===== src/common/sipr_defines.vh =====
`ifndef SIPR_DEFINES_VH
`define SIPR_DEFINES_VH

// ----------------------------------------------------------------------------
// register byte addresses
// ----------------------------------------------------------------------------
`define SIPR_ADDR_CTRL      12'h000
`define SIPR_ADDR_ROUTE     12'h004
`define SIPR_ADDR_SRC       12'h008
`define SIPR_ADDR_STATUS    12'h00c
`define SIPR_ADDR_IRQ_REQ   12'h010
`define SIPR_ADDR_W         12

// ----------------------------------------------------------------------------
// control register fields
// ----------------------------------------------------------------------------
`define SIPR_CTRL_MODE_LO   0
`define SIPR_CTRL_MODE_HI   1
`define SIPR_CTRL_INTA_EN   2
`define SIPR_CTRL_MUX_EN    3
`define SIPR_CTRL_PME_SEL   4
`define SIPR_CTRL_SER_PCI   5
`define SIPR_CTRL_W         6
`define SIPR_CTRL_RESET     6'h00

// interrupt modes
`define SIPR_MODE_PAR_PCI   2'h0
`define SIPR_MODE_PAR_ISA   2'h1
`define SIPR_MODE_SER_ISA   2'h2
`define SIPR_MODE_SER_ALL   2'h3

// ----------------------------------------------------------------------------
// routing register: four bits per output, code 0 = no source
// ----------------------------------------------------------------------------
`define SIPR_ROUTE_RESET    32'h0000_0000
`define SIPR_IRQ_CODE_W     4
`define SIPR_IRQ_NONE       4'h0
`define SIPR_NUM_MUX        8
`define SIPR_NUM_IRQ        16

// secondary function select register: two bits per output
`define SIPR_SRC_RESET      16'h0000
`define SIPR_SEC_IRQ        2'h0
`define SIPR_SEC_INTB       2'h1
`define SIPR_SEC_DMA        2'h2
`define SIPR_SEC_RING       2'h3

`endif


===== src/hdl/sipr_apb_regs.v =====
`timescale 1ns/100ps
`default_nettype none
`include "sipr_defines.vh"

// apb slave holding the control and routing registers
module sipr_apb_regs (
  input  wire        pclk,
  input  wire        presetn,
  input  wire        psel,
  input  wire        penable,
  input  wire        pwrite,
  input  wire [11:0] paddr,
  input  wire [31:0] pwdata,
  output reg  [31:0] prdata,
  output wire        pready,
  output wire        pslverr,
  input  wire [31:0] status_in,     // live pin state for readback
  output reg  [5:0]  ctrl_q,
  output reg  [31:0] route_q,
  output reg  [15:0] src_q,
  output reg  [15:0] irq_req_q
);

  wire access;
  wire mapped;

  // --------------------------------------------------------------------------
  // decode
  // --------------------------------------------------------------------------
  // zero wait states; unmapped addresses answer with pslverr
  assign access  = psel & penable;
  assign pready  = 1'b1;
  assign mapped  = (paddr == `SIPR_ADDR_CTRL) || (paddr == `SIPR_ADDR_ROUTE) ||
                   (paddr == `SIPR_ADDR_SRC) || (paddr == `SIPR_ADDR_STATUS) ||
                   (paddr == `SIPR_ADDR_IRQ_REQ);
  assign pslverr = access & ~mapped;

  // write side
  always @(posedge pclk or negedge presetn) begin
    if (!presetn) begin
      ctrl_q    <= `SIPR_CTRL_RESET;
      route_q   <= `SIPR_ROUTE_RESET;
      src_q     <= `SIPR_SRC_RESET;
      irq_req_q <= 16'h0000;
    end else if (access && pwrite) begin
      case (paddr)
        `SIPR_ADDR_CTRL:    ctrl_q    <= pwdata[5:0];
        `SIPR_ADDR_ROUTE:   route_q   <= pwdata;
        `SIPR_ADDR_SRC:     src_q     <= pwdata[15:0];
        `SIPR_ADDR_IRQ_REQ: irq_req_q <= pwdata[15:0];
        default: ;                     // status is read only
      endcase
    end
  end

  // read data registered during setup so it is valid in access
  always @(posedge pclk or negedge presetn) begin
    if (!presetn) begin
      prdata <= 32'h0000_0000;
    end else if (psel && !penable && !pwrite) begin
      case (paddr)
        `SIPR_ADDR_CTRL:    prdata <= {26'h0000000, ctrl_q};
        `SIPR_ADDR_ROUTE:   prdata <= route_q;
        `SIPR_ADDR_SRC:     prdata <= {16'h0000, src_q};
        `SIPR_ADDR_STATUS:  prdata <= status_in;
        `SIPR_ADDR_IRQ_REQ: prdata <= {16'h0000, irq_req_q};
        default:            prdata <= 32'h0000_0000;
      endcase
    end
  end

endmodule

`default_nettype wire


===== src/hdl/sipr_mux_lane.v =====
`timescale 1ns/100ps
`default_nettype none
`include "sipr_defines.vh"

// one interrupt multiplexer output with registered level
module sipr_mux_lane (
  input  wire        pclk,
  input  wire        presetn,
  input  wire        enable,        // multiplexer outputs enabled
  input  wire [3:0]  irq_code,      // routed irq number, 0 = none
  input  wire [1:0]  sec_sel,       // secondary function select
  input  wire [15:0] irq_req,       // isa-style request levels
  input  wire        intb_lvl,      // pci intb level, active high
  input  wire        dma_lvl,       // dma request or grant level
  input  wire        ring_lvl,      // ring indicate level
  output reg         mux_out_q      // registered output level
);

  reg mux_out_d;

  // --------------------------------------------------------------------------
  // selection
  // --------------------------------------------------------------------------
  // secondary function overrides routed irq entirely
  always @* begin
    mux_out_d = 1'b0;
    case (sec_sel)
      `SIPR_SEC_INTB: mux_out_d = intb_lvl;
      `SIPR_SEC_DMA:  mux_out_d = dma_lvl;
      `SIPR_SEC_RING: mux_out_d = ring_lvl;
      default: begin
        // unrouted or disabled outputs stay low
        if (enable && irq_code != `SIPR_IRQ_NONE) begin
          mux_out_d = irq_req[irq_code];
        end
      end
    endcase
  end

  // output register keeps pin free of glitches
  always @(posedge pclk or negedge presetn) begin
    if (!presetn) begin
      mux_out_q <= 1'b0;
    end else begin
      mux_out_q <= mux_out_d;
    end
  end

endmodule

`default_nettype wire


===== src/hdl/sipr_top.v =====
// Added by the designer: register access over APB and the register addresses.
`timescale 1ns/100ps
`default_nettype none
`include "sipr_defines.vh"

module sipr_top (
  input  wire        pclk,
  input  wire        presetn,
  input  wire        psel,
  input  wire        penable,
  input  wire        pwrite,
  input  wire [11:0] paddr,
  input  wire [31:0] pwdata,
  output wire [31:0] prdata,
  output wire        pready,
  output wire        pslverr,
  input  wire        inta_req,              // internal pci inta level, high = asserted
  input  wire        intb_req,              // internal pci intb level
  input  wire        dma_channel_request,   // dma request from internal dma logic
  input  wire        dma_channel_grant,     // dma grant level
  input  wire        ring_event,            // ring indicate level
  input  wire        pme_event,             // power management event level
  input  wire        general_io_pin_three_i,
  output reg         general_io_pin_three_o,
  output reg         general_io_pin_three_oe,
  input  wire        serial_irq_line_i,
  output reg         serial_irq_line_o,
  output reg         serial_irq_line_oe,
  output wire [7:0]  interrupt_mux_output,
  output reg         ring_indicate_output,
  output reg         serial_pci_inta,       // request to serial frame logic
  output reg         serial_pci_intb,
  output reg  [15:0] serial_irq_levels,     // isa levels to serial frame logic
  output wire        serial_mode
);

  // --------------------------------------------------------------------------
  // registers
  // --------------------------------------------------------------------------
  wire [5:0]  ctrl_q;
  wire [31:0] route_q;
  wire [15:0] src_q;
  wire [15:0] irq_req_q;
  wire [31:0] status;
  wire [1:0]  mode;
  wire        parallel;
  reg         pin3_in_q;                     // sampled pin three level

  assign mode     = ctrl_q[`SIPR_CTRL_MODE_HI:`SIPR_CTRL_MODE_LO];
  assign parallel = (mode == `SIPR_MODE_PAR_PCI) || (mode == `SIPR_MODE_PAR_ISA);
  assign serial_mode = ~parallel;

  // live state for software in bits 18:6: pin three input, serial line, ring out,
  // pin three enable, serial drive and the eight mux outputs
  assign status = {13'h0000, pin3_in_q, serial_irq_line_i, ring_indicate_output,
                   general_io_pin_three_oe, serial_irq_line_o, interrupt_mux_output, 6'h00};

  sipr_apb_regs u_regs (
    .pclk      (pclk),
    .presetn   (presetn),
    .psel      (psel),
    .penable   (penable),
    .pwrite    (pwrite),
    .paddr     (paddr),
    .pwdata    (pwdata),
    .prdata    (prdata),
    .pready    (pready),
    .pslverr   (pslverr),
    .status_in (status),
    .ctrl_q    (ctrl_q),
    .route_q   (route_q),
    .src_q     (src_q),
    .irq_req_q (irq_req_q)
  );

  // --------------------------------------------------------------------------
  // interrupt multiplexer outputs
  // --------------------------------------------------------------------------
  // parallel isa mode required for routed irqs; routing may be written before or after the mode
  wire mux_enable;
  wire dma_lvl;
  assign mux_enable = ctrl_q[`SIPR_CTRL_MUX_EN] && (mode == `SIPR_MODE_PAR_ISA);
  assign dma_lvl    = dma_channel_request | dma_channel_grant;

  genvar gi;
  generate
    for (gi = 0; gi < `SIPR_NUM_MUX; gi = gi + 1) begin : g_lane
      sipr_mux_lane u_lane (
        .pclk      (pclk),
        .presetn   (presetn),
        .enable    (mux_enable),
        .irq_code  (route_q[gi*4 +: 4]),
        .sec_sel   (src_q[gi*2 +: 2]),
        .irq_req   (irq_req_q),
        .intb_lvl  (intb_req),
        .dma_lvl   (dma_lvl),
        .ring_lvl  (ring_event),
        .mux_out_q (interrupt_mux_output[gi])
      );
    end
  endgenerate

  // --------------------------------------------------------------------------
  // pin three, serial line, ring output
  // --------------------------------------------------------------------------
  // pin three and serial line are open-drain style: drive low when active
  always @(posedge pclk or negedge presetn) begin
    if (!presetn) begin
      pin3_in_q               <= 1'b0;
      general_io_pin_three_o  <= 1'b0;
      general_io_pin_three_oe <= 1'b0;       // input after reset
      serial_irq_line_o       <= 1'b0;
      serial_irq_line_oe      <= 1'b0;
      ring_indicate_output    <= 1'b0;
      serial_pci_inta         <= 1'b0;
      serial_pci_intb         <= 1'b0;
      serial_irq_levels       <= 16'h0000;
    end else begin
      pin3_in_q <= general_io_pin_three_i;
      // inta only when enabled and parallel, else stays an input
      general_io_pin_three_o  <= 1'b0;
      general_io_pin_three_oe <= ctrl_q[`SIPR_CTRL_INTA_EN] & parallel & inta_req;
      // parallel mode turns serial line into intb
      serial_irq_line_o  <= 1'b0;
      serial_irq_line_oe <= parallel & intb_req;
      // levels handed to serial frame logic only in serial modes
      serial_irq_levels <= parallel ? 16'h0000 : irq_req_q;
      serial_pci_inta   <= ~parallel & ctrl_q[`SIPR_CTRL_SER_PCI] & inta_req;
      serial_pci_intb   <= ~parallel & ctrl_q[`SIPR_CTRL_SER_PCI] & intb_req;
      // ring or pme by configuration
      ring_indicate_output <= ctrl_q[`SIPR_CTRL_PME_SEL] ? pme_event : ring_event;
    end
  end

endmodule

`default_nettype wire


===== config.mk =====
export PLATFORM = sky130hd
export DESIGN_NAME = sipr_top
export DESIGN_NICKNAME = d
export VERILOG_FILES = /design/src/hdl/sipr_apb_regs.v /design/src/hdl/sipr_mux_lane.v /design/src/hdl/sipr_top.v
export VERILOG_INCLUDE_DIRS = /design/src /design/src/common
export SDC_FILE = /design/constraint.sdc
export NUM_CORES = 1
export LEC_CHECK = 0
export BUFFER_PORTS_ARGS = -buffer_cell sky130_fd_sc_hd__buf_2
export CORE_UTILIZATION = 55
export DETAILED_ROUTE_END_ITERATION = 6
export PLACE_DENSITY = 0.79
export REMOVE_ABC_BUFFERS = 1
export SETUP_SLACK_MARGIN = 0.15
export SLEW_MARGIN = 20
export SYNTH_ARGS = -nofsm -noshare
export SYNTH_HDL_FRONTEND = slang
export SYNTH_SLANG_ARGS = --single-unit

===== constraint.sdc =====
create_clock -name pclk -period 2.2 [get_ports pclk]
set_input_delay 0.33 -clock pclk [delete_from_list [all_inputs] [get_ports pclk]]
set_output_delay 0.33 -clock pclk [all_outputs]
set_load 0.05 [all_outputs]

== Word-level counts from Yosys, hierarchy flattened ==
Index checks and enable logic that the tools add are counted.

* Register bits after elaboration: 132
* Bits of input ports: 57
* Output and inout port bits: 66

* $lt $le $gt $ge: 8
* Eq/ne operators: 29
* Mux-type cells: 35
* Bitwise logic cells: 11
* Reductions and logical operators: 33

{| class="wikitable"
|+ Operator list
! cell !! number
|-
| 32-bit one-hot mux with 5 select lines || 1
|-
| 4-bit by 5-bit < comparator with 1-bit output, second input constant || 8
|-
| 1-bit binary-select mux with 4-bit select || 8
|-
| 2-bit equality test, second input constant || 16
|-
| 4-bit nonzero test || 8
|-
| 12-bit by 4-bit equality test with 1-bit output, second input constant || 2
|-
| 1-bit one-hot mux with 3 select lines || 8
|-
| 2-bit by 1-bit equality test with 1-bit output, second input constant || 9
|-
| 1-bit two-way mux || 17
|-
| 16-bit two-way mux || 1
|-
| 12-bit by 3-bit equality test with 1-bit output, second input constant || 1
|-
| 12-bit by 5-bit equality test with 1-bit output, second input constant || 1
|-
| 1-bit logical AND || 12
|-
| 12-bit logical NOT || 1
|-
| 1-bit AND || 8
|-
| 2-bit AND reduction || 4
|-
| 1-bit logical OR || 5
|-
| 1-bit logical NOT || 2
|-
| 2-bit logical NOT || 1
|-
| 1-bit inverter || 2
|-
| 1-bit bitwise OR || 1
|}

== Longest topological paths before layout ==
Gate-level depths: netlist (run 1).

* Depth in word-level cells: 7
* Mapped depth: 6
* Gate-level depth less buffers: 4

== By module ==
From an unflattened synthesis (run 1), not the netlist that was laid out.

* Cells, all modules: 570
* Area total of the unflattened synthesis: 7026.7 um^2

{| class="wikitable"
|+ By module, submodules not included
! module !! instances !! cells each !! area each (um^2) !! seq. area each (um^2)
|-
| sipr_apb_regs || 1 || 351 || 4668.2 || 2552.4
|-
| sipr_mux_lane || 8 || 21 || 200.2 || 25.0
|-
| sipr_top || 1 || 51 || 757.0 || 550.5
|}

== Worst setup path after synthesis (run 1) ==
OpenSTA, ideal clock, no wires.

* Path type: input-to-reg
* Start point: in paddr[4]
* End point: reg u_regs.src_q[10]
* Arrival time: 2.019 ns
* Data required time: 2.075 ns
* Path slack: 0.057 ns
* Cell stages on the path: 5
* Path buffers: 2
* Cells stage by stage: buf_2 > or4_1 > nor4_4 > buf_4 > mux2_2

* Cells in the longest elaborated chain, start to end: 2

{| class="wikitable"
|+ Ends and longest elaborated chain
! item !! line !! text
|-
| start: declaration || sipr_top.v:12 || <nowiki>input wire [11:0] paddr,</nowiki>
|-
| 12-bit by 4-bit equality test with 1-bit output || sipr_apb_regs.v:46 || <nowiki>case (paddr)</nowiki>
|-
| 2-bit AND reduction (no source line) || -- ||
|-
| end signal: assignment || sipr_apb_regs.v:43 || <nowiki>src_q <= `SIPR_SRC_RESET;</nowiki>
|-
| end signal: assignment || sipr_apb_regs.v:49 || <nowiki>`SIPR_ADDR_SRC: src_q <= pwdata[15:0];</nowiki>
|-
| end: declaration || sipr_apb_regs.v:20 || <nowiki>output reg [15:0] src_q,</nowiki>
|}

Every way passes these cells.
A chain may end at the register's enable or synchronous reset.

== Final worst setup path (run 1) ==
* Start point: reg u_regs.ctrl_q[1]
* End point: reg g_lane[1].u_lane.mux_out_q

* Cells in the longest elaborated chain, start to end: 5

{| class="wikitable"
|+ Ends and longest elaborated chain
! item !! line !! text
|-
| start: declaration || sipr_apb_regs.v:18 || <nowiki>output reg [5:0] ctrl_q,</nowiki>
|-
| start signal: assignment || sipr_apb_regs.v:41 || <nowiki>ctrl_q <= `SIPR_CTRL_RESET;</nowiki>
|-
| start signal: assignment || sipr_apb_regs.v:47 || <nowiki>`SIPR_ADDR_CTRL: ctrl_q <= pwdata[5:0];</nowiki>
|-
| 2-bit by 1-bit equality test with 1-bit output (no source line) || -- ||
|-
| 1-bit logical AND || sipr_top.v:82 || <nowiki>assign mux_enable = ctrl_q[`SIPR_CTRL_MUX_EN] && (mode == `SIPR_MODE_PAR_ISA);</nowiki>
|-
| 1-bit logical AND (no source line) || -- ||
|-
| 1-bit two-way mux || sipr_mux_lane.v:33 || <nowiki>if (enable && irq_code != `SIPR_IRQ_NONE) begin</nowiki>
|-
| 1-bit one-hot mux with 3 select lines || sipr_mux_lane.v:27 || <nowiki>case (sec_sel)</nowiki>
|-
| via g_lane[1].u_lane.mux_out_d || sipr_mux_lane.v:19 || <nowiki>reg mux_out_d;</nowiki>
|-
| end signal: assignment || sipr_mux_lane.v:45 || <nowiki>mux_out_q <= mux_out_d;</nowiki>
|-
| end: declaration || sipr_mux_lane.v:16 || <nowiki>output reg mux_out_q</nowiki>
|}

The timed path passes the listed nets, and every way through them passes these cells.

==> metrics.md, run 1 <==
| Metric | Value |
|---|---|
| Hold Path Cell Cnt | `3` |
| Clk_lat worst skew | `430 ps` |
| Synth area leaders | `dfrtp_1 47%, mux2_2 13%, mux2i_1 5.8%, mux4_2 5.1%, clkbuf_1 2.0%` |
| Commonest non-fill, non-tap cell in the layout | `dfrtp_1` |
| Int Pwr | `0.00450 W` |
| DR vias | `5660` |
| Final WS setup | `159 ps` |
| Worst path top cell family by delay | `simple AND/OR/NAND/NOR gates` |
| Max-slew violations | `0` |
| CP Capture Type | `register` |
| Final Skew | `8.40 ps` |
| Hold EP | `general_io_pin_three_oe$_DFF_PN0_` |
| Final ANT Viol Nets | `0` |
| CTS clk-pin slew, worst paths | `60 ps` |
| Worst reg2reg endpoint | `g_lane[1].u_lane.mux_out_q$_DFF_PN0_` |
| Status | `finished, final reports clean` |
| First drt pass iteration count | `5` |
| Fmax | `490 MHz` |
| Sw Share | `21.2%` |
| Fin. Hold Viols | `0` |
| Seq pwr share | `42.7%` |
| Setup TNS | `0 ps` |
| Number of synthesized register bits | `132` |
| Synth Flop Type | `dfrtp_1` |
| Slew @ Worst Pin | `658 ps` |
| Crit Path Class | `register to register` |
| Post-Route WL | `19.9 mm` |
| Layout cells sized above 1 | `40.0%` |
| I/O Pins | `123` |
| Hold_ws | `131 ps` |
| CP cell instances | `nand3b_1 -> a2111oi_0 -> nand4_1 -> nand3_1` |
| Vias in the first global route | `5721` |
| Crit path max fanout | `8` |
| Largest net degree at the start of global routing | `81` |
| Post-synthesis compound-gate area fraction | `9.40%` |
| Antenna Cells | `0` |
| Critical path's slowest cell | `a2111oi_0` |
| Simple-gate area share of the yosys netlist | `13.8%` |
| Layout area overhead | `19.8%` |
| Post-Synth XOR/XNOR Area | `0%` |
| Initial DRC Count | `604` |
| Crit start category | `register` |
| Core area | `12300 sq um` |
| Max_cap viols | `0` |
| Cells after synthesis | `600` |
| Dpl cells | `852` |
| Avg Cell Area, Syn | `11.8 sq um` |
| Vias per cell | `6.39` |
| Main combinational cell family by area after synthesis | `multiplexers` |
| Leak | `3.94 nW` |
| Port buffer count | `119` |
| Die Ht | `115 um` |
| Largest buffer count on any clock path | `2` |
| Mux cell area share after synthesis | `25.3%` |
| Synth area leader | `dfrtp_1` |
| DRC | `0` |
| Mapped cell area | `7050 sq um` |
| R2r setup slk | `160 ps` |
| Max IR drop VDD | `0.581 mV` |
| Adder-cell share of the synthesized area | `0%` |
| RSZ-0062 raised after global routing | `true` |
| Initial antenna violation count | `0` |
| Most frequent cells in the layout | `132 x dfrtp_1, 118 x buf_2, 80 x mux2_2, 41 x mux2i_1, 36 x nand2_1` |
| R2r worst-path depth | `4` |
| Ys async rst share | `100%` |
| Req. time, crit path | `2550 ps` |
| Pwr Density | `676 nW/um^2` |
| Layout Cells excl Fill | `886` |
| First-pass GRT wire length | `31.3 mm` |
| CTS buffer count | `17` |
| Combinational share of power | `4.6%` |
| CTS root buffer | `clkbuf_16` |
| Switch Pwr | `0.00121 W` |
| CP Buf/Inv Count | `0` |
| Post-synth EDFFs | `0` |
| Sink Count | `132` |
| Detailed placement HPWL | `13.2 mm` |
| Layout net count | `762` |
| Tcrit/Tclk final | `92.8%` |
| Max transition margin | `55.0%` |
| Hold Crit Class | `input port to register` |
| TritonCTS clock tree | `built` |
| Ys Warns | `0` |
| Worst EP arrival | `2390 ps` |
| Die ar. | `13300 sq um` |
| CP peak stage delay | `680 ps` |
| Die X-Extent | `115 um` |
| Starting density of the core | `57.5%` |
| Sequential cell area fraction in the yosys report | `46.8%` |
| GRT Total Usage | `32.2%` |
| Worst slack, placed | `-36.1 ps` |
| HP Start | `inta_req` |
| Tmin final | `2040 ps` |
| Mean routed wirelength per cell | `22.5 um` |
| Yosys top cell area share | `46.8%` |
| Postcts setup bufs | `0` |
| # setup viols final | `0` |
| Clock power frac | `52.7%` |
| Reg2reg start | `u_regs.ctrl_q[1]$_DFFE_PN0P_` |
| Routability cong. | `0.913` |
| Grt ovf | `0` |
| Row count | `40` |
| H-tree Lvls | `4` |
| Library cells used by synthesis | `46` |
-- worst min-delay path: stages --
cell,delay (ps)
buf_2,100
nand2_1,60
nor2_1,30
-- sequential cells by signal (all words and copies together), names as in the netlist --
| register | cells |
|---|---|
| serial_irq_levels | 16 |
| general_io_pin_three_oe | 1 |
| u_regs.irq_req_q | 16 |
| u_regs.src_q | 16 |
| g_lane.u_lane.mux_out_q | 8 |
| serial_irq_line_oe | 1 |
| serial_pci_inta | 1 |
| pin3_in_q | 1 |
| u_regs.prdata | 32 |
| u_regs.route_q | 32 |
| serial_pci_intb | 1 |
| u_regs.ctrl_q | 6 |
| ring_indicate_output | 1 |
-- cell type report --
class	instances	area (sq um)
Clock inverter	9	150
Fill cell	887	3820
Multi-Input combinational cell	406	3440
Sequential cell	132	3300
Timing Repair Buffer	147	863
Inverter	1	3.75
Tap cell	168	210
Clock buffer	23	478
-- cells in the mapped netlist (2+ instances only) --
library cell and instances:
nand2_1 36, mux2_1 2, a32oi_1 15, buf_6 2, a21boi_0 9, buf_4 16
and2_1 17, o2bb2ai_1 5, nor2_1 28, a22o_1 13, mux2_2 80, and3_1 4
a21oi_1 16, a2111oi_0 8, or4_1 2, nor4_4 3, clkbuf_1 37, nand2b_1 16
mux2_4 6, dfrtp_1 132, conb_1 2, or4_4 2, buf_2 4, mux4_2 16
a221o_1 9, buf_1 2, nor2b_1 10, nor3b_1 2, mux2i_1 41, nor3_1 12
nand3_1 11, o21ai_0 10, nand4_1 18, nor4_2 2
-- through the flow --
stage | utilization [%] | instance area, sq um | total power, W
CTS | 68.9 | 8440 | 0.00573
finish | 68.9 | 8450 | 0.00571
detailed placement | 63.6 | 7790 | 0.00274
global route | 68.9 | 8450 | 0.00587
global placement | 63.6 | 7790 | 0.00273
floorplan | - | 6740 | 0.00255
-- power groups by stage --
stage / combinational (W) / sequential [W] / clock, W
6_report: 0.000261 / 0.00244 / 0.00301
3_5_place_dp: 0.000255 / 0.00248 / 0
4_1_cts: 0.000259 / 0.00244 / 0.00303
3_3_place_gp: 0.000248 / 0.00248 / 0
2_1_floorplan: 0.0000643 / 0.00249 / 0
5_1_grt: 0.000281 / 0.00244 / 0.00315
-- cell families after synthesis --
family / count (synthesis)
simple gates: 171
flops: 132
mux: 145
buf+inv: 63
other cells: 2
compound gates: 87
-- worst max-delay path by stage --
| stage | depth (start not counted) | end | slack (ps) | startpoint |
|---|---|---|---|---|
| 6_report | 4 | g_lane[1].u_lane.mux_out_q$_DFF_PN0_ | 160 | u_regs.ctrl_q[1]$_DFFE_PN0P_ |
| 5_1_grt | 4 | g_lane[1].u_lane.mux_out_q$_DFF_PN0_ | 90 | u_regs.ctrl_q[1]$_DFFE_PN0P_ |
| 4_1_cts | 4 | g_lane[1].u_lane.mux_out_q$_DFF_PN0_ | 290 | u_regs.ctrl_q[1]$_DFFE_PN0P_ |
| 3_5_place_dp | 6 | u_regs.route_q[17]$_DFFE_PN0P_ | -40 | paddr[9] |
| 3_3_place_gp | 4 | u_regs.ctrl_q[2]$_DFFE_PN0P_ | 80 | paddr[9] |
| 2_1_floorplan | 4 | u_regs.route_q[0]$_DFFE_PN0P_ | -510 | paddr[9] |
-- timing repair --
item	4_1_cts	5_1_grt
setup endpoints to repair	0	4
hold buffers	2	0
hold endpoints to repair	133	0
resized for setup	0	2
-- per-layer routing --
metal,wire length (um),track usage [%],vias up
met2,9450,50.7,353
met1,7820,41.1,2808
met3,2020,10.4,64
li1,-,-,2435
met4,635,13.7,0
met5,0,0,-
Note: power is estimated with default switching activity, not from simulation.
==> inputs of run 2 (changes only) <==
- REMOVE_ABC_BUFFERS: 1 -> default
==> run 2 against run 1 <==
Net effect:
- sequential power about the same
- worst hold slack got worse by 110 ps
- first-iteration DRC count decreased by 19%
- fmax increased by 3.6%
- global-route usage decreased by 0.56 points
- flip-flop and latch count unchanged
- count of clock-buffer cells in the layout increased by 1
- power decreased by 1.5%
- die area unchanged
- critical path depth increased by 2
- largest cell class unchanged
- clock power decreased by 3%
- final cell count decreased by 0.68%
==> metrics.md, run 2 (synthesis gave the netlist of run 1 again) <==
| Metric | Value |
|---|---|
| Sequential cell area | `3300 sq um (unchanged)` |
| Vias per cell | `6.43 (+0.70%)` |
| Final WS setup | `231 ps (+71.4 ps)` |
| Clk_lat worst skew | `420 ps (about the same)` |
| CP peak stage delay | `320 ps (-360 ps)` |
| Status | `finished, final reports clean` |
| Leak | `3.93 nW (-0.29%)` |
| Largest net degree at the start of global routing | `63 (-22%)` |
| I/O Pins | `123 (unchanged)` |
| DR vias | `5661 (+0.018%)` |
| Slew @ Worst Pin | `874 ps (+215 ps)` |
| CTS clk-pin slew, worst paths | `50 ps (about the same)` |
| Initial antenna violation count | `0 (unchanged)` |
| Met3 wire len | `1.67 mm (-18%)` |
| Layout area overhead | `19.9%` |
| Sink Count | `132 (unchanged)` |
| RSZ-0062 raised after global routing | `false` |
| Most frequent cells in the layout | `132 x dfrtp_1, 118 x buf_2, 72 x mux2_2, 41 x mux2i_1, 36 x nand2_1` |
| CP cell instances | `buf_2 -> buf_4 -> o21ai_0 -> nand4_1 -> and3_1 -> buf_2` |
| CP Buf/Inv Count | `3 (+3)` |
| DRC | `0 (unchanged)` |
| Placed Instance Area | `7820 sq um (+0.37%)` |
| Worst reg2reg endpoint | `g_lane[4].u_lane.mux_out_q$_DFF_PN0_` |
| Antenna Cells | `0 (unchanged)` |
| Req. time, crit path | `1870 ps (-680 ps)` |
| Filler cells | `895 (+0.90%)` |
| # setup viols final | `0 (unchanged)` |
| Vias in the first global route | `5652 (-1.2%)` |
| Commonest non-fill, non-tap cell in the layout | `dfrtp_1` |
| R2r setup slk | `300 ps (+140 ps)` |
| Tcrit/Tclk final | `89.5% (-3.2 points)` |
| Max transition margin | `41.8% (-13 points)` |
| Crit Path Class | `input port to primary output` |
| Die Ht | `115 um (unchanged)` |
| Cell area after layout | `8460 sq um (+0.13%)` |
| Fin. Hold Viols | `0 (unchanged)` |
| Core area | `12300 sq um (unchanged)` |
| Hold_buf cts | `1 (-1)` |
| Top Metal Used | `met4` |
| Max-slew violations | `0 (unchanged)` |
| CTS buffer count | `17 (unchanged)` |
| Starting density of the core | `57.5% (unchanged)` |
| Crit start category | `input port` |
| Most used cell, CP | `buf_2` |
| Layout net count | `756 (-0.79%)` |
| Worst slack, placed | `-16.9 ps (+19.1 ps)` |
| Tmin final | `1970 ps (-71.4 ps)` |
| Mean routed wirelength per cell | `22.4 um (-0.56%)` |
| TritonCTS clock tree | `built` |
| Largest buffer count on any clock path | `2 (unchanged)` |
| Dpl cells | `847 (-0.59%)` |
| Hold Path Cell Cnt | `1 (-2)` |
| Reg2reg start | `u_regs.ctrl_q[1]$_DFFE_PN0P_` |
| Critical Path Start | `paddr[3]` |
| Max IR drop VDD | `0.405 mV (-30%)` |
| Cell depth of the worst setup path | `6 (+2)` |
| Multi-input gate area | `3480 sq um (+1.1%)` |
| First-pass GRT wire length | `30.5 mm (-2.8%)` |
| Hold Crit Class | `input port to register` |
| First drt pass iteration count | `5 (unchanged)` |
| Initial DRC Count | `492 (-19%)` |
| Final Power | `0.00562 W (-1.5%)` |
| Fmax | `508 MHz (+3.6%)` |
| CP Capture Type | `primary output` |
| Die X-Extent | `115 um (unchanged)` |
| Crit path max fanout | `19 (+11)` |
| Hold_ws | `18.9 ps (-112 ps)` |
| Worst path top cell family by delay | `buffers and inverters` |
| Final ANT Viol Nets | `0 (unchanged)` |
| Die ar. | `13300 sq um (unchanged)` |
| Grt ovf | `0 (unchanged)` |
| Post-Route WL | `19.7 mm (-1.2%)` |
| Port buffer count | `119 (unchanged)` |
| Pwr Density | `665 nW/um^2 (-1.6%)` |
| Critical path's slowest cell | `o21ai_0` |
| GRT Total Usage | `31.6% (-0.56 points)` |
| Layout Cells excl Fill | `880 (-0.68%)` |
| Post-cts resize count | `0 (unchanged)` |
| Detailed placement HPWL | `13.1 mm (-1.0%)` |
| DR WL met2 | `9.26 mm (-2.0%)` |
| Row count | `40 (unchanged)` |
| R2r worst-path depth | `4 (unchanged)` |
| Final Skew | `5.91 ps (-2.48 ps)` |
| Max_cap viols | `0 (unchanged)` |
| Postcts setup bufs | `0 (unchanged)` |
| H-tree Lvls | `4 (unchanged)` |
| M1 WL | `7.77 mm (-0.58%)` |
| Layout cells sized above 1 | `40.2% (+0.20 points)` |
| Worst Setup EP | `pslverr` |
| Routability cong. | `0.909 (-0.41%)` |
| CTS root buffer | `clkbuf_16` |
| Top flop regs | `u_regs.prdata: 32 flops, u_regs.route_q: 32 flops` |
| Worst EP arrival | `1640 ps (-750 ps)` |
[run 2: metrics by stage]
step / TNS (ps) / utilization, %
6_report: 0 / 69.0
5_1_grt: 0 / 69.0
4_1_cts: 0 / 69.0
3_5_place_dp: -180 / 63.8
3_3_place_gp: 0 / 63.8
2_1_floorplan: 0 / -
[run 2: worst min-delay path by stage]
stage                                 from                              endpoint  slack, ps
floorplan                          presetn  g_lane[0].u_lane.mux_out_q$_DFF_PN0_         30
global placement                   presetn        serial_irq_levels[5]$_DFF_PN0_        310
detailed placement                 presetn        serial_irq_levels[5]$_DFF_PN0_        310
CTS                 general_io_pin_three_i                   pin3_in_q$_DFF_PN0_          4
global route        general_io_pin_three_i                   pin3_in_q$_DFF_PN0_          3
finish              general_io_pin_three_i                   pin3_in_q$_DFF_PN0_         20
[run 2: per-layer routing]
layer	track usage (%)	up-vias
met4	19.6	0
met5	0	-
met1	40.0	2793
met2	50.0	357
met3	6.75	89
li1	-	2422
[run 2: where the power goes]
group | internal, W | switching (W) | leakage (nW)
registers | 0.00243 | 0.00000549 | 1.84
clock network | 0.00193 | 0.00101 | 0.306
logic | 0.0000834 | 0.000168 | 1.78
[run 2: layout make-up]
cell class	instances	share of cell area (%)
clock buffers	24	5.93
clock inverters	8	1.44
well taps	168	2.49
repair buffers	141	9.94
multi-input cells	406	41.1
inverters	1	0.0444
flip-flops and latches	132	39.1
[run 2: worst register-to-register path: stages (launching register included)]
cell and delay (ps):
dfrtp_1 370, nand3b_1 440, a2111oi_0 720, nand4_1 180
nand3_1 130
==> inputs of run 3 (changes only) <==
- PLACE_DENSITY: 0.79 -> 0.83
==> run 3 against run 2 <==
Net effect:
- largest cell class unchanged
- final cell count rose by 0.23%
- first-iteration DRC count fell by 2.2%
- global-route usage fell by 0.62 points
- combinational power rose by 2%
==> metrics.md, run 3 (synthesis gave the netlist of run 1 again) <==
| Metric | Value |
|---|---|
| RSZ-0062 raised after global routing | `false` |
| Pwr Density | `671 nW/um^2 (+0.90%)` |
| Mean routed wirelength per cell | `22.0 um (-1.4%)` |
| Cell area after layout | `8480 sq um (+0.25%)` |
| CTS buffer count | `17 (unchanged)` |
| Die Ht | `115 um (unchanged)` |
| GR Layer Usage met2 | `47.6% (-2.4 points)` |
| CTS clk-pin slew, worst paths | `60 ps (about the same)` |
| Most frequent cells in the layout | `132 x dfrtp_1, 118 x buf_2, 72 x mux2_2, 41 x mux2i_1, 36 x nand2_1` |
| Fin. Hold Viols | `0 (unchanged)` |
| Util after Layout | `69.1% (+0.17 points)` |
| Initial antenna violation count | `0 (unchanged)` |
| Antenna Cells | `0 (unchanged)` |
| Hold Crit Class | `input port to register` |
| DRC | `0 (unchanged)` |
| Layout area overhead | `20.2%` |
| Crit start category | `register` |
| Sequential cell area | `3300 sq um (unchanged)` |
| First drt pass iteration count | `5 (unchanged)` |
| R2r worst-path depth | `4 (unchanged)` |
| Layout net count | `759 (+0.40%)` |
| Row count | `40 (unchanged)` |
| Final Skew | `10.3 ps (+4.37 ps)` |
| # setup viols final | `0 (unchanged)` |
| Core area | `12300 sq um (unchanged)` |
| Die X-Extent | `115 um (unchanged)` |
| Max IR drop VDD | `0.531 mV (+31%)` |
| Hold Path Cell Cnt | `2 (+1)` |
| Routability cong. | `0.930 (+2.3%)` |
| Critical path's slowest cell | `a2111oi_0` |
| Postcts setup bufs | `0 (unchanged)` |
| Met1 GRT Util | `39.9% (-0.070 points)` |
| Port buffer count | `119 (unchanged)` |
| Top flop regs | `u_regs.prdata: 32 flops, u_regs.route_q: 32 flops` |
| Tmin final | `1940 ps (-30.5 ps)` |
| Vias per cell | `6.34 (-1.4%)` |
| R2r setup slk | `260 ps (-40 ps)` |
| Largest net degree at the start of global routing | `63 (unchanged)` |
| CP cell instances | `nand3b_1 -> a2111oi_0 -> nand4_1 -> nand3_1` |
| Starting density of the core | `57.5% (unchanged)` |
| Sink Count | `132 (unchanged)` |
| TritonCTS clock tree | `built` |
| Multi-input gate area | `3480 sq um (+0.18%)` |
| Vias in the first global route | `5533 (-2.1%)` |
| Crit Path Class | `register to register` |
| CTS root buffer | `clkbuf_16` |
| Filler cells | `885 (-1.1%)` |
| Hold EP | `u_regs.route_q[23]$_DFFE_PN0P_` |
| Setup TNS | `0 ps (unchanged)` |
| Tcrit/Tclk final | `88.1% (-1.4 points)` |
| CP Capture Type | `register` |
| DR vias | `5596 (-1.1%)` |
| CP peak stage delay | `720 ps (+400 ps)` |
| Worst reg2reg endpoint | `g_lane[5].u_lane.mux_out_q$_DFF_PN0_` |
| Clk_lat worst skew | `430 ps (about the same)` |
| Max-slew violations | `0 (unchanged)` |
| Largest buffer count on any clock path | `2 (unchanged)` |
| Worst EP arrival | `2290 ps (+650 ps)` |
| Grt ovf | `0 (unchanged)` |
| Worst path top cell family by delay | `simple AND/OR/NAND/NOR gates` |
| Layout cells sized above 1 | `40.3% (+0.17 points)` |
| Reg2reg start | `u_regs.ctrl_q[1]$_DFFE_PN0P_` |
| I/O Pins | `123 (unchanged)` |
| GRT Total Usage | `31.0% (-0.62 points)` |
| Slew @ Worst Pin | `853 ps (-20.6 ps)` |
| Detailed placement HPWL | `12.8 mm (-2.2%)` |
| Max_cap viols | `0 (unchanged)` |
| Die ar. | `13300 sq um (unchanged)` |
| CP Buf/Inv Count | `0 (-3)` |
| Req. time, crit path | `2550 ps (+680 ps)` |
| Commonest non-fill, non-tap cell in the layout | `dfrtp_1` |
| Fmax | `516 MHz (+1.6%)` |
| First-pass GRT wire length | `30.0 mm (-1.5%)` |
| Met3 usage | `6.64% (-0.11 points)` |
| HP Start | `pwdata[23]` |
| Final Power | `0.00569 W (+1.2%)` |
| GRT busiest layer | `met2` |
| Max transition margin | `43.1% (+1.4 points)` |
| Initial DRC Count | `481 (-2.2%)` |
| Post-Route WL | `19.4 mm (-1.2%)` |
| Leak | `3.94 nW (+0.25%)` |
| Final ANT Viol Nets | `0 (unchanged)` |
| Placed Instance Area | `7830 sq um (about the same)` |
| Crit path max fanout | `8 (-11)` |
| Status | `finished, final reports clean` |
| H-tree Lvls | `4 (unchanged)` |
run 3: layout make-up:
class | instances | area share [%]
tap | 168 | 2.48
timing repair buffer | 144 | 10.1
clock buffer | 22 | 5.59
clock inverter | 9 | 1.79
sequential | 132 | 39.0
multi-input combinational | 406 | 41.1
inverter | 1 | 0.0443
run 3: power by group:
group | internal, W | total [W] | switching, W
clock | 0.00197 | 0.00299 | 0.00102
sequential | 0.00243 | 0.00244 | 0.00000548
combinational | 0.0000846 | 0.000255 | 0.000170
run 3: worst max-delay path by stage:
stage,start,to,slack [ps],cells after the start
after floorplan,paddr[1],u_regs.irq_req_q[10]$_DFFE_PN0P_,100,5
after global placement,paddr[9],u_regs.route_q[25]$_DFFE_PN0P_,-30,6
after detailed placement,paddr[9],u_regs.route_q[25]$_DFFE_PN0P_,-40,6
after CTS,paddr[3],pslverr,220,6
after global routing,u_regs.ctrl_q[1]$_DFFE_PN0P_,g_lane[5].u_lane.mux_out_q$_DFF_PN0_,170,4
final,u_regs.ctrl_q[1]$_DFFE_PN0P_,g_lane[5].u_lane.mux_out_q$_DFF_PN0_,260,4
run 3: metal layers:
metal / vias to the layer above / share of wire, %
li1: 2431 / -
met1: 2759 / 40
met2: 332 / 46
met3: 74 / 9.1
met4: 0 / 5.2
met5: - / 0
run 3: stage by stage:
stage | hold slack [ps] | std cells | setup WS (ps)
final | 134 | 882 | 261
after detailed placement | 369 | 849 | -38.1
after global routing | 126 | 882 | 169
after global placement | 357 | 849 | -32.0
after CTS | 125 | 882 | 222
after floorplan | 34.4 | 601 | 97.3
run 3: what timing repair did:
item | 4_1_cts | 5_1_grt
resized for setup | 0 | 2
hold endpoints to repair | 45 | 0
hold buffers | 2 | 0
endpoints found under the setup margin | 0 | 1
